==> src/tac_params.svh <==
// constants for the touch converter acquire and reference control block
// assumes: counts are in falling edges of the host serial clock, not core cycles
`ifndef TAC_PARAMS_SVH
`define TAC_PARAMS_SVH

// ==========================================================
// acquisition timing, in serial clock falling edges
// ==========================================================
// tracking opens on this falling edge after the start bit
`define TAC_TRACK_FALL 5'h05
// sampling window length before hold
`define TAC_ACQ_CYCLES 5'h03
// falling edge on which hold begins
`define TAC_HOLD_FALL (`TAC_TRACK_FALL + `TAC_ACQ_CYCLES)

// ==========================================================
// conversion lengths, one result bit per falling edge
// ==========================================================
`define TAC_CONV_BITS_12 5'h0c
`define TAC_CONV_BITS_8 5'h08

// ==========================================================
// control word fields after the start bit, msb first
// ==========================================================
`define TAC_WORD_BITS 7
`define TAC_PD_KEEP_ON 2'h3
`define TAC_PD_REF_BIT 1
`define TAC_RESET_PD 2'h0

// ==========================================================
// channel select codes
// ==========================================================
`define TAC_CH_TEMP_BASE 3'h0
`define TAC_CH_Y_POS 3'h1
`define TAC_CH_Z1 3'h3
`define TAC_CH_Z2 3'h4
`define TAC_CH_X_POS 3'h5
`define TAC_CH_TEMP_HIGH 3'h7

`endif

==> src/tac_pkg.sv <==
// types shared by the touch converter acquire and reference control block
// assumes: constants live in tac_params.svh
package tac_pkg;

  // ==========================================================
  // sequencer states
  // ==========================================================
  typedef enum logic [1:0] {
    TAC_IDLE,
    TAC_WORD,
    TAC_ACQ
  } tac_state_t;

  // ==========================================================
  // panel plate driver enables
  // ==========================================================
  typedef struct packed {
    logic xp;
    logic xn;
    logic yp;
    logic yn;
  } tac_drv_t;

  // converter reference node sources
  typedef enum logic [2:0] {
    TAC_REF_VREF,
    TAC_REF_GND,
    TAC_REF_YP,
    TAC_REF_YN,
    TAC_REF_XP,
    TAC_REF_XN
  } tac_ref_node_t;

  // control word after the start bit, same order as shifted in
  typedef struct packed {
    logic [2:0] chan;
    logic mode8;
    logic ser;
    logic [1:0] pd;
  } tac_word_t;

endpackage : tac_pkg
==> src/tac_acquire_ctrl.sv <==
// acquisition sequencer, plate driver and reference switch control
// assumes: serial clock and data arrive from pins, asynchronous to core_clk;
// the serial clock is much slower than core_clk so every edge is seen
`timescale 1ns/1ps
`include "tac_params.svh"

module tac_acquire_ctrl
  import tac_pkg::*;
(
  input wire logic core_clk,
  input wire logic rst_b,
  input wire logic serial_conv_clock,
  input wire logic serial_data_in,
  output tac_drv_t panel_drv,
  output logic [2:0] mux_sel,
  output tac_ref_node_t ref_pos_sel,
  output tac_ref_node_t ref_neg_sel,
  output logic track_en,
  output logic conv_busy,
  output logic conv_8bit,
  output logic int_ref_en,
  output logic reference_isolation_switch,
  output logic diode_bias_en,
  output logic diode_bias_high
);

  // ==========================================================
  // decode functions
  // ==========================================================
  // plate drivers per channel; invalid codes drive nothing
  function automatic tac_drv_t drv_for(input logic [2:0] chan);
    tac_drv_t d;
    d = '0;
    if (chan == `TAC_CH_Y_POS) begin
      d.yp = 1'b1;
      d.yn = 1'b1;
    end else if (chan == `TAC_CH_Z1 || chan == `TAC_CH_Z2) begin
      d.yp = 1'b1;
      d.xn = 1'b1;
    end else if (chan == `TAC_CH_X_POS) begin
      d.xp = 1'b1;
      d.xn = 1'b1;
    end
    return d;
  endfunction : drv_for

  // positive reference node per channel and mode
  function automatic tac_ref_node_t refp_for(input logic [2:0] chan, input logic ser);
    tac_ref_node_t r;
    r = TAC_REF_VREF;
    if (!ser && (chan == `TAC_CH_Y_POS || chan == `TAC_CH_Z1 || chan == `TAC_CH_Z2)) begin
      r = TAC_REF_YP;
    end else if (!ser && chan == `TAC_CH_X_POS) begin
      r = TAC_REF_XP;
    end
    return r;
  endfunction : refp_for

  // negative reference node per channel and mode
  function automatic tac_ref_node_t refn_for(input logic [2:0] chan, input logic ser);
    tac_ref_node_t r;
    r = TAC_REF_GND;
    if (!ser && chan == `TAC_CH_Y_POS) begin
      r = TAC_REF_YN;
    end else if (!ser && (chan == `TAC_CH_Z1 || chan == `TAC_CH_Z2 || chan == `TAC_CH_X_POS)) begin
      r = TAC_REF_XN;
    end
    return r;
  endfunction : refn_for

  // power-down code that keeps the panel powered
  function automatic logic pd_keep(input logic [1:0] pd);
    return pd == `TAC_PD_KEEP_ON;
  endfunction : pd_keep

  // ==========================================================
  // pin synchronisers and serial edge detect
  // ==========================================================
  logic [2:0] sclk_sync_q; // [0] only feeds [1]
  logic [1:0] din_sync_q; // [0] only feeds [1]

  // two flops before any logic, third for edge detect
  always_ff @(posedge core_clk or negedge rst_b) begin
    if (!rst_b) begin
      sclk_sync_q <= 3'h0;
      din_sync_q <= 2'h0;
    end else begin
      sclk_sync_q <= {sclk_sync_q[1:0], serial_conv_clock};
      din_sync_q <= {din_sync_q[0], serial_data_in};
    end
  end

  // data and clock share latency, so data is stable at a rise
  wire sclk_rise = sclk_sync_q[1] & ~sclk_sync_q[2];
  wire sclk_fall = ~sclk_sync_q[1] & sclk_sync_q[2];
  wire din_s = din_sync_q[1];

  // ==========================================================
  // state and counters
  // ==========================================================
  tac_state_t state_q, state_d; // sequencer state
  logic [4:0] fall_cnt_q; // falls since start bit
  logic [6:0] sreg_q; // control word shift register
  logic [4:0] conv_left_q; // result bits still to convert
  tac_word_t word_q; // word of the conversion in flight
  logic [1:0] pd_act_q; // power-down setting in force

  wire start_det = sclk_rise & din_s & (state_q == TAC_IDLE);
  wire at_track = sclk_fall & (state_q == TAC_WORD) & (fall_cnt_q == `TAC_TRACK_FALL - 5'h01);
  wire at_hold = sclk_fall & (state_q == TAC_ACQ) & (fall_cnt_q == `TAC_HOLD_FALL - 5'h01);
  wire conv_end = sclk_fall & (conv_left_q == 5'h01);
  // full word is in the shift register by the hold edge
  wire tac_word_t word_new = tac_word_t'(sreg_q);
  // at the track edge only channel and mode are in; reference mode lands on the next rise
  wire [2:0] chan_early = sreg_q[3:1];
  // sixth rise carries the reference mode bit
  wire at_ser = sclk_rise & (state_q == TAC_ACQ) & (fall_cnt_q == `TAC_TRACK_FALL);
  wire ser_early = din_s;

  // next state
  always_comb begin
    state_d = state_q;
    case (state_q)
      TAC_IDLE: begin
        if (start_det) begin
          state_d = TAC_WORD;
        end
      end
      TAC_WORD: begin
        if (at_track) begin
          state_d = TAC_ACQ;
        end
      end
      TAC_ACQ: begin
        // edge counted, so a slow clock stretches this
        if (at_hold) begin
          state_d = TAC_IDLE;
        end
      end
      default: begin
        state_d = TAC_IDLE;
      end
    endcase
  end

  // state register
  always_ff @(posedge core_clk or negedge rst_b) begin
    if (!rst_b) begin
      state_q <= TAC_IDLE;
    end else begin
      state_q <= state_d;
    end
  end

  // falling edge count and control word shift
  always_ff @(posedge core_clk or negedge rst_b) begin
    if (!rst_b) begin
      fall_cnt_q <= 5'h00;
      sreg_q <= 7'h00;
    end else if (start_det) begin
      fall_cnt_q <= 5'h00;
      sreg_q <= 7'h00;
    end else begin
      if (sclk_fall && state_q != TAC_IDLE) begin
        fall_cnt_q <= fall_cnt_q + 5'h01;
      end
      if (sclk_rise && state_q != TAC_IDLE) begin
        sreg_q <= {sreg_q[5:0], din_s};
      end
    end
  end

  // conversion bit countdown, independent of the next word so words may overlap
  always_ff @(posedge core_clk or negedge rst_b) begin
    if (!rst_b) begin
      conv_left_q <= 5'h00;
      word_q <= '0;
    end else if (at_hold) begin
      conv_left_q <= word_new.mode8 ? `TAC_CONV_BITS_8 : `TAC_CONV_BITS_12;
      word_q <= word_new;
    end else if (sclk_fall && conv_left_q != 5'h00) begin
      conv_left_q <= conv_left_q - 5'h01;
    end
  end

  // ==========================================================
  // power-down and reference control
  // ==========================================================
  logic int_ref_en_q; // internal reference running
  logic iso_sw_q; // isolation switch closed

  // settings change only at conversion end, never mid-conversion
  always_ff @(posedge core_clk or negedge rst_b) begin
    if (!rst_b) begin
      pd_act_q <= `TAC_RESET_PD;
      int_ref_en_q <= 1'b0;
      iso_sw_q <= 1'b0;
    end else if (conv_end) begin
      pd_act_q <= word_q.pd;
      int_ref_en_q <= word_q.pd[`TAC_PD_REF_BIT];
      iso_sw_q <= word_q.pd[`TAC_PD_REF_BIT];
    end
  end

  // ==========================================================
  // panel drivers, multiplexer and reference nodes
  // ==========================================================
  tac_drv_t drv_q; // plate driver enables
  logic track_q; // track-and-hold tracking
  logic busy_q; // conversion in progress
  logic mode8_q; // 8-bit conversion selected
  logic [2:0] mux_q; // converter input select
  tac_ref_node_t refp_q, refn_q; // reference node sources
  logic bias_en_q, bias_high_q; // temperature diode bias

  // plate drivers; a new word overlapping a conversion keeps them on
  always_ff @(posedge core_clk or negedge rst_b) begin
    if (!rst_b) begin
      drv_q <= '0;
    end else if (at_track) begin
      drv_q <= drv_for(chan_early);
    end else if (at_hold) begin
      if (word_new.ser && !pd_keep(word_new.pd)) begin
        drv_q <= '0;
      end
    end else if (conv_end) begin
      // next word pending keeps drivers on
      if (!pd_keep(word_q.pd) && state_q == TAC_IDLE) begin
        drv_q <= '0;
      end
    end
  end

  // tracking window and conversion busy; busy may drop on the edge a new word starts tracking
  always_ff @(posedge core_clk or negedge rst_b) begin
    if (!rst_b) begin
      track_q <= 1'b0;
      busy_q <= 1'b0;
      mode8_q <= 1'b0;
    end else begin
      if (at_track) begin
        track_q <= 1'b1;
      end else if (at_hold) begin
        track_q <= 1'b0;
      end
      if (at_hold) begin
        busy_q <= 1'b1;
        mode8_q <= word_new.mode8;
      end else if (conv_end) begin
        busy_q <= 1'b0;
      end
    end
  end

  // input latched as tracking starts, references once the mode bit is in
  always_ff @(posedge core_clk or negedge rst_b) begin
    if (!rst_b) begin
      mux_q <= 3'h0;
      refp_q <= TAC_REF_VREF;
      refn_q <= TAC_REF_GND;
    end else begin
      if (at_track) begin
        mux_q <= chan_early;
      end
      if (at_ser) begin
        // reference nodes set by channel and the reference mode bit
        refp_q <= refp_for(chan_early, ser_early);
        refn_q <= refn_for(chan_early, ser_early);
      end
    end
  end

  // two temperature codes share one diode, biased differently
  always_ff @(posedge core_clk or negedge rst_b) begin
    if (!rst_b) begin
      bias_en_q <= 1'b0;
      bias_high_q <= 1'b0;
    end else if (at_ser) begin
      bias_en_q <= ser_early && (chan_early == `TAC_CH_TEMP_BASE || chan_early == `TAC_CH_TEMP_HIGH);
      bias_high_q <= ser_early && chan_early == `TAC_CH_TEMP_HIGH;
    end else if (at_hold) begin
      bias_en_q <= 1'b0;
      bias_high_q <= 1'b0;
    end
  end

  // outputs straight from flops
  assign panel_drv = drv_q;
  assign mux_sel = mux_q;
  assign ref_pos_sel = refp_q;
  assign ref_neg_sel = refn_q;
  assign track_en = track_q;
  assign conv_busy = busy_q;
  assign conv_8bit = mode8_q;
  assign int_ref_en = int_ref_en_q;
  assign reference_isolation_switch = iso_sw_q;
  assign diode_bias_en = bias_en_q;
  assign diode_bias_high = bias_high_q;
endmodule : tac_acquire_ctrl

==> config.mk <==
export PLATFORM = sky130hd
export DESIGN_NAME = tac_acquire_ctrl
export DESIGN_NICKNAME = d
export VERILOG_FILES = /design/src/tac_pkg.sv /design/src/tac_acquire_ctrl.sv
export VERILOG_INCLUDE_DIRS = /design/src
export SDC_FILE = /design/constraint.sdc
export NUM_CORES = 1
export LEC_CHECK = 0
export BUFFER_PORTS_ARGS = -buffer_cell sky130_fd_sc_hd__buf_4
export CAP_MARGIN = 20
export CORE_MARGIN = 5
export CORE_UTILIZATION = 34
export CTS_CLUSTER_SIZE = 12
export DETAILED_ROUTE_END_ITERATION = 10
export GPL_TIMING_DRIVEN = 0
export RECOVER_POWER = 25
export SLEW_MARGIN = 10
export SYNTH_ARGS = -nofsm -noshare
export SYNTH_HDL_FRONTEND = slang
export SYNTH_SLANG_ARGS = --single-unit
==> constraint.sdc <==
create_clock -name core_clk -period 1.5 [get_ports core_clk]
set_input_delay 0.225 -clock core_clk [delete_from_list [all_inputs] [get_ports core_clk]]
set_output_delay 0.225 -clock core_clk [all_outputs]
set_load 0.03 [all_outputs]
==> impl_metrics.ini, run 1 <==
[timing]
setup_viol = 0
tightest_slew_ns = 0.900
drv_slew = 0
period_needed_ns = 1.46
hold_violations = 0
fmax_mhz = 683
skew_ns = 0.0124
relSlewSlack_pct = 40.0
period_share_pct = 97.6
tns_ns = 0

[clocking]
clock-sinks = 40
clkLatencyLatePin_ns = 0.30
h-tree-depth = 2
cts_root_buffer = clkbuf_8
tritoncts = yes
cts.clk_slew.worst_paths_ns = 0.09
cts_buffer_depth = 2
cts_made_buffers = 5

[floorplan]
start_util_pct = 35.0
core_area_um2 = 5140
die_w_um = 82.7
rows = 26
die_h_um = 82.7
dieArea_um2 = 6850
io_pins = 24

[layout]
diodes = 0
area_growth_pct = 27.4
layout-drive-gt1-share_pct = 33.5
fin_nets = 214
ff_latch_area_um2 = 1000
final_cells = 276
n_fill_cell = 515
multi_input_area_um2 = 786

[power]
power_leakage_uw = 0.00108
peakVddDrop_mv = 0.591
pwr_density_cell_nw_per_um2 = 1560

[yosys]
synth.avg_cell_area_um2 = 10.6
ys_ff_latch = 40
synthDistinctLibCells = 37
syn-cell-area_um2 = 1800
synth_most_common_cell = dfrtp_1
synthArstFlopShare_pct = 100
synth_top_area_share_pct = 55.6
syn_inst = 170
yosys_warnings = 0
synth.top_cells.by_count = dfrtp_1 (40), nand2_1 (23), nor2_1 (9), o21ai_0 (9), clkbuf_1 (7)
ys_seq_area_share_pct = 55.6
synth_top_cells_by_area = dfrtp_1 (56%), nand2_1 (4.8%), ha_1 (3.5%)
synth_edf_count = 0
synth-main-ff-cell = dfrtp_1
synth.largest_area_cell = dfrtp_1
synth_nets = 179

[detailed_routing]
drtIter0Drc = 88
route.met2.wl_um = 1750
drcViolationCount = 0
wl_met3_um = 147
num_vias = 1331
ant_nets = 0
routed_via_density = 4.82
dr.pass1.iters = 4
highest_layer = met4
wirelength_um = 3670
wl_per_cell_um = 13.3
wl_met1_um = 1720

[placed_design]
place_inst = 261
numPortBuffers = 21
place_hpwl_um = 2390
gp_congestion = 0.727

[critical_path]
start_kind = flip-flop
crit_fanout = 8
crit_type = reg -> reg
cp_data_required_time_ns = 1.70
cp-end-kind = flip-flop
arrival_ns = 1.66

[grt]
grt_util_all_layers_pct = 12.3
grt_max_degree = 41
grt_first_pass_wirelength_um = 6350
grt_pass1_vias = 1372
overflow = 0
antenna_found_initial = 0

[worst_hold_path]
holdCritPathClass = in -> reg

[run]
maxCapViolations = 0

[outcome]
status = completed
metrics by stage:
stage | utilization [%] | area [um^2] | power, uW | hold WS, ns | setup slack (ns)
2_1_floorplan | - | 1800 | 2310 | -0.0706 | 0.00160
3_3_place_gp | 39.8 | 2040 | 2620 | 0.237 | -0.173
3_5_place_dp | 39.8 | 2040 | 2640 | 0.233 | -0.173
4_1_cts | 43.7 | 2240 | 3530 | 0.0207 | -0.00974
5_1_grt | 44.6 | 2290 | 3830 | 0.0474 | -0.00438
6_report | 44.6 | 2290 | 3580 | 0.0554 | 0.0366
critical path, stage by stage, from the launching register on:
cell and delay, ns:
dfrtp_2 0.44, or2_4 0.28, o32a_1 0.42, a22o_1 0.22
metal layers:
layer,up-vias,GRT usage (%)
met1,647,16.2
li1,655,-
met5,-,0
met3,5,2.93
met4,0,4.90
met2,24,19.3
where the power goes:
part / total (uW) / switching [uW] / internal, uW
Sequential: 1610 / 291 / 1320
Clock: 720 / 391 / 329
Combinational: 1250 / 652 / 601
Total: 3580 / 1330 / 2250
state kept, by name (all words and copies together) (netlist names), 3 cells and up:
name         cells
fall_cnt_q       5
mux_sel          3
sclk_sync_q      3
sreg_q           4
conv_left_q      5
panel_drv        4
cell usage in the layout, fill, tap and decap left out, types with 4 or more instances in the layout:
cell and n:
a22o_1 5, and2_1 4, buf_4 34, clkbuf_8 5
dfrtp_1 39, ha_1 4, inv_1 5, mux2_2 4
nand2_1 23, nand3_1 4, nand4_1 5, nor2_1 9
nor3_1 4, o21ai_0 9
worst paths after layout:
| kind | from | slack [ns] | to | depth (start not counted) |
|---|---|---|---|---|
| worst min-delay path | serial_data_in | 0.06 | din_sync_q[0] | 1 |
| worst min register to register | din_sync_q[0] | 0.35 | din_sync_q[1] | 0 |
| worst max-delay path | state_q[0] | 0.04 | panel_drv[1] | 3 |
| worst max register to register | state_q[0] | 0.04 | panel_drv[1] | 3 |
| max in group asynchronous | rst_b | 0.29 | state_q[0] | 2 |
| min in group asynchronous | rst_b | 0.59 | fall_cnt_q[1] | 2 |
what timing repair did:
| item | in CTS | in global routing |
|---|---|---|
| gates cloned | 1 | 0 |
| resized for setup | 14 | 10 |
| hold buffers | 1 | 0 |
| setup endpoints to repair | 22 | 23 |
| endpoints found under the hold margin | 40 | 0 |
| pin swaps | 4 | 6 |
| buffers inserted | 6 | 5 |
layout make-up:
type / instances / area share (%)
Buffer: 6 / 2.02
Clock buffer: 5 / 3.00
Clock inverter: 3 / 1.04
Inverter: 6 / 0.983
Multi-Input combinational cell: 112 / 34.3
Sequential cell: 40 / 43.7
Tap cell: 70 / 3.82
Timing Repair Buffer: 34 / 11.1
kinds of logic after synthesis:
| kind of cell | count (synthesis) | synth area share (%) |
|---|---|---|
| fa+ha+maj | 5 | 3.48 |
| xor+xnor | 4 | 1.95 |
| simple gates | 67 | 19.3 |
| flops | 40 | 55.6 |
| buf+inv | 18 | 4.52 |
| mux | 4 | 2.50 |
| other cells | 2 | 0.417 |
| compound gates | 30 | 12.2 |
(Power assumes the default switching activity.)
==> run 2, diff against run 1 <==
ABC_AREA = 1   (was unset)
==> run 2 against run 1 <==
  * Clock skew shrank 0.0036 ns
  * Sequential power shrank 8%
  * Combinational power shrank 14%
  * Die area grew 2.9%
  * Count of clock-buffer cells in the layout grew 1
  * Cell count grew 14%
  * Highest routed layer unchanged
==> impl_metrics.ini, run 2 <==
[outcome]
status = completed

[critical_path]
slowest_delay_ns = 0.41
crit_fanout = 10
crit_chain = inv_1 -> ha_1 -> inv_1 -> nor2_1 -> nand3_2 -> buf_4 -> nand4_1 -> nand2_1
r2r_slack_ns = 0.11
crit_slowest_cell = dfrtp_1
cp_data_required_time_ns = 1.68
crit_buf_inv = 3
cp-end-kind = flip-flop
path_common_cell = inv_1
arrival_ns = 1.57
crit_type = reg -> reg
cp_top_family = flip-flops
start_kind = flip-flop

[floorplan]
die_h_um = 83.9
dieArea_um2 = 7040
die_w_um = 83.9
start_util_pct = 34.4
io_pins = 24
core_area_um2 = 5410
rows = 27

[yosys]
syn-cell-area_um2 = 1860
syn_inst = 210
ys_ff_latch = 40
ys_seq_area_share_pct = 53.9
synth.avg_cell_area_um2 = 8.85
synth-main-ff-cell = dfrtp_1
synth_top_cells_by_area = dfrtp_1 (54%), nand2_1 (9.9%), nand3_1 (4.8%)
synth_nets = 219
synth_most_common_cell = nand2_1
synth_top_area_share_pct = 53.9
synthArstFlopShare_pct = 100
yosys_warnings = 0
synth.top_cells.by_count = nand2_1 (49), dfrtp_1 (40), inv_1 (23)
synth_edf_count = 0
synth.largest_area_cell = dfrtp_1
synthDistinctLibCells = 27

[grt]
grt_max_degree = 41
grt_util_all_layers_pct = 11.5
overflow = 0
grt_pass1_vias = 1396
grt_first_pass_wirelength_um = 6560
antenna_found_initial = 0

[power]
pwr-share-comb_pct = 31.5
p_seq_share_pct = 43.2
power_switching_uw = 1250
p_int_uw = 2180
p_clk_share_pct = 25.3
switching_share_pct = 36.5
power_leakage_uw = 0.00116
pwr_density_cell_nw_per_um2 = 1520
peakVddDrop_mv = 0.637

[timing]
drv_slew = 0
setup_viol = 0
tightest_slew_ns = 0.990
tns_ns = 0
hold_violations = 0
fmax_mhz = 721
period_share_pct = 92.5
period_needed_ns = 1.39
relSlewSlack_pct = 34.0
skew_ns = 0.00889

[detailed_routing]
routed_via_density = 4.62
drcViolationCount = 0
wirelength_um = 3710
num_vias = 1452
drtIter0Drc = 53
ant_nets = 0
dr.pass1.iters = 5
wl_per_cell_um = 11.8

[layout]
layout_commonest_cell = nand2_1
layout-drive-gt1-share_pct = 22.7
utilization_pct = 41.7
fin_area_um2 = 2260
fin_nets = 250
diodes = 0
n_fill_cell = 575
area_growth_pct = 21.4
final_cell_mix = nand2_1 (48), dfrtp_1 (40), buf_4 (24)
top_regs = conv_left_q: 5 flops, fall_cnt_q: 5 flops

[clocking]
cts.clk_slew.worst_paths_ns = 0.07
clock-sinks = 40
cts_root_buffer = clkbuf_8
tritoncts = yes
h-tree-depth = 2
cts_made_buffers = 5
clkLatencyLatePin_ns = 0.29
cts_buffer_depth = 2

[placed_design]
numPortBuffers = 21
gp_congestion = 0.774
place_hpwl_um = 2720
placedInstanceArea_um2 = 2110

[worst_hold_path]
holdCritPathClass = in -> reg

[run]
maxCapViolations = 0
run 2: changes by cell type after synthesis, sizes merged, moves of 7 or more:
cell	previous run	this run
clkbuf	7	0
inv	6	26
nand2	23	52
nand3	6	20
nor2	9	17
o21ai	9	19
run 2: logic make-up (layout without fill, tap and decap cells):
group | Yosys count | count (layout) | synth area share, %
buf+inv | 31 | 63 | 7.34
other cells | 2 | 2 | 0.404
fa+ha+maj | 5 | 5 | 3.37
compound gates | 29 | 29 | 8.89
simple gates | 102 | 102 | 25.7
flops | 40 | 40 | 53.9
xor+xnor | 1 | 1 | 0.471
run 2: final cells by class:
class                      count  area, um^2  area share [%]
buffer                         5        41.3            1.83
clock buffer                   6        72.6            3.22
clock inverter                 2        35.0            1.55
inverter                      26        97.6            4.33
multi-input combinational    139         738            32.7
sequential                    40        1000            44.4
tap                           72        90.1            3.99
timing repair buffer          24         180            7.99
run 2: routing by layer:
metal / share of wire (%) / routed length (um) / track usage, % / up-vias
li1: - / - / - / 742
met1: 48 / 1780 / 15.0 / 686
met2: 47 / 1760 / 18.1 / 20
met3: 3.9 / 145 / 3.36 / 4
met4: 0.78 / 29 / 3.95 / 0
met5: 0 / 0 / 0 / -
run 2: final timing paths:
check	start	endpoint	depth (start not counted)
setup reg to reg	fall_cnt_q[0]	panel_drv[2]	8
hold reg to reg	din_sync_q[0]	din_sync_q[1]	0
max in group asynchronous	rst_b	fall_cnt_q[0]	2
min in group asynchronous	rst_b	conv_left_q[0]	2
hold / removal	serial_data_in	din_sync_q[0]	1
setup / recovery	fall_cnt_q[0]	panel_drv[2]	8
run 2: power groups by stage:
stage | Sequential (uW) | Combinational [uW] | Clock [uW]
4_1_cts | 1480 | 1060 | 896
3_3_place_gp | 1490 | 1040 | 0
5_1_grt | 1510 | 1240 | 937
6_report | 1480 | 1080 | 867
2_1_floorplan | 1590 | 652 | 0
3_5_place_dp | 1500 | 1050 | 0
run 2: per-stage QoR:
stage	power [uW]	worst slack, ns	hold WS [ns]	cells
6_report	3430	0.113	0.0606	314
4_1_cts	3440	0.0116	0.0283	312
3_3_place_gp	2530	0.0165	0.240	303
2_1_floorplan	2240	0.224	-0.0706	210
5_1_grt	3690	-0.0000727	0.0499	314
3_5_place_dp	2550	0.00120	0.244	303
run 2: what timing repair did:
action / CTS / global route
gates cloned: 0 / 0
setup buffers: 0 / 2
endpoints found under the setup margin: 2 / 15
hold endpoints to repair: 40 / 0
hold buffers: 1 / 0
gates resized for setup: 1 / 7
pin swaps: 0 / 3
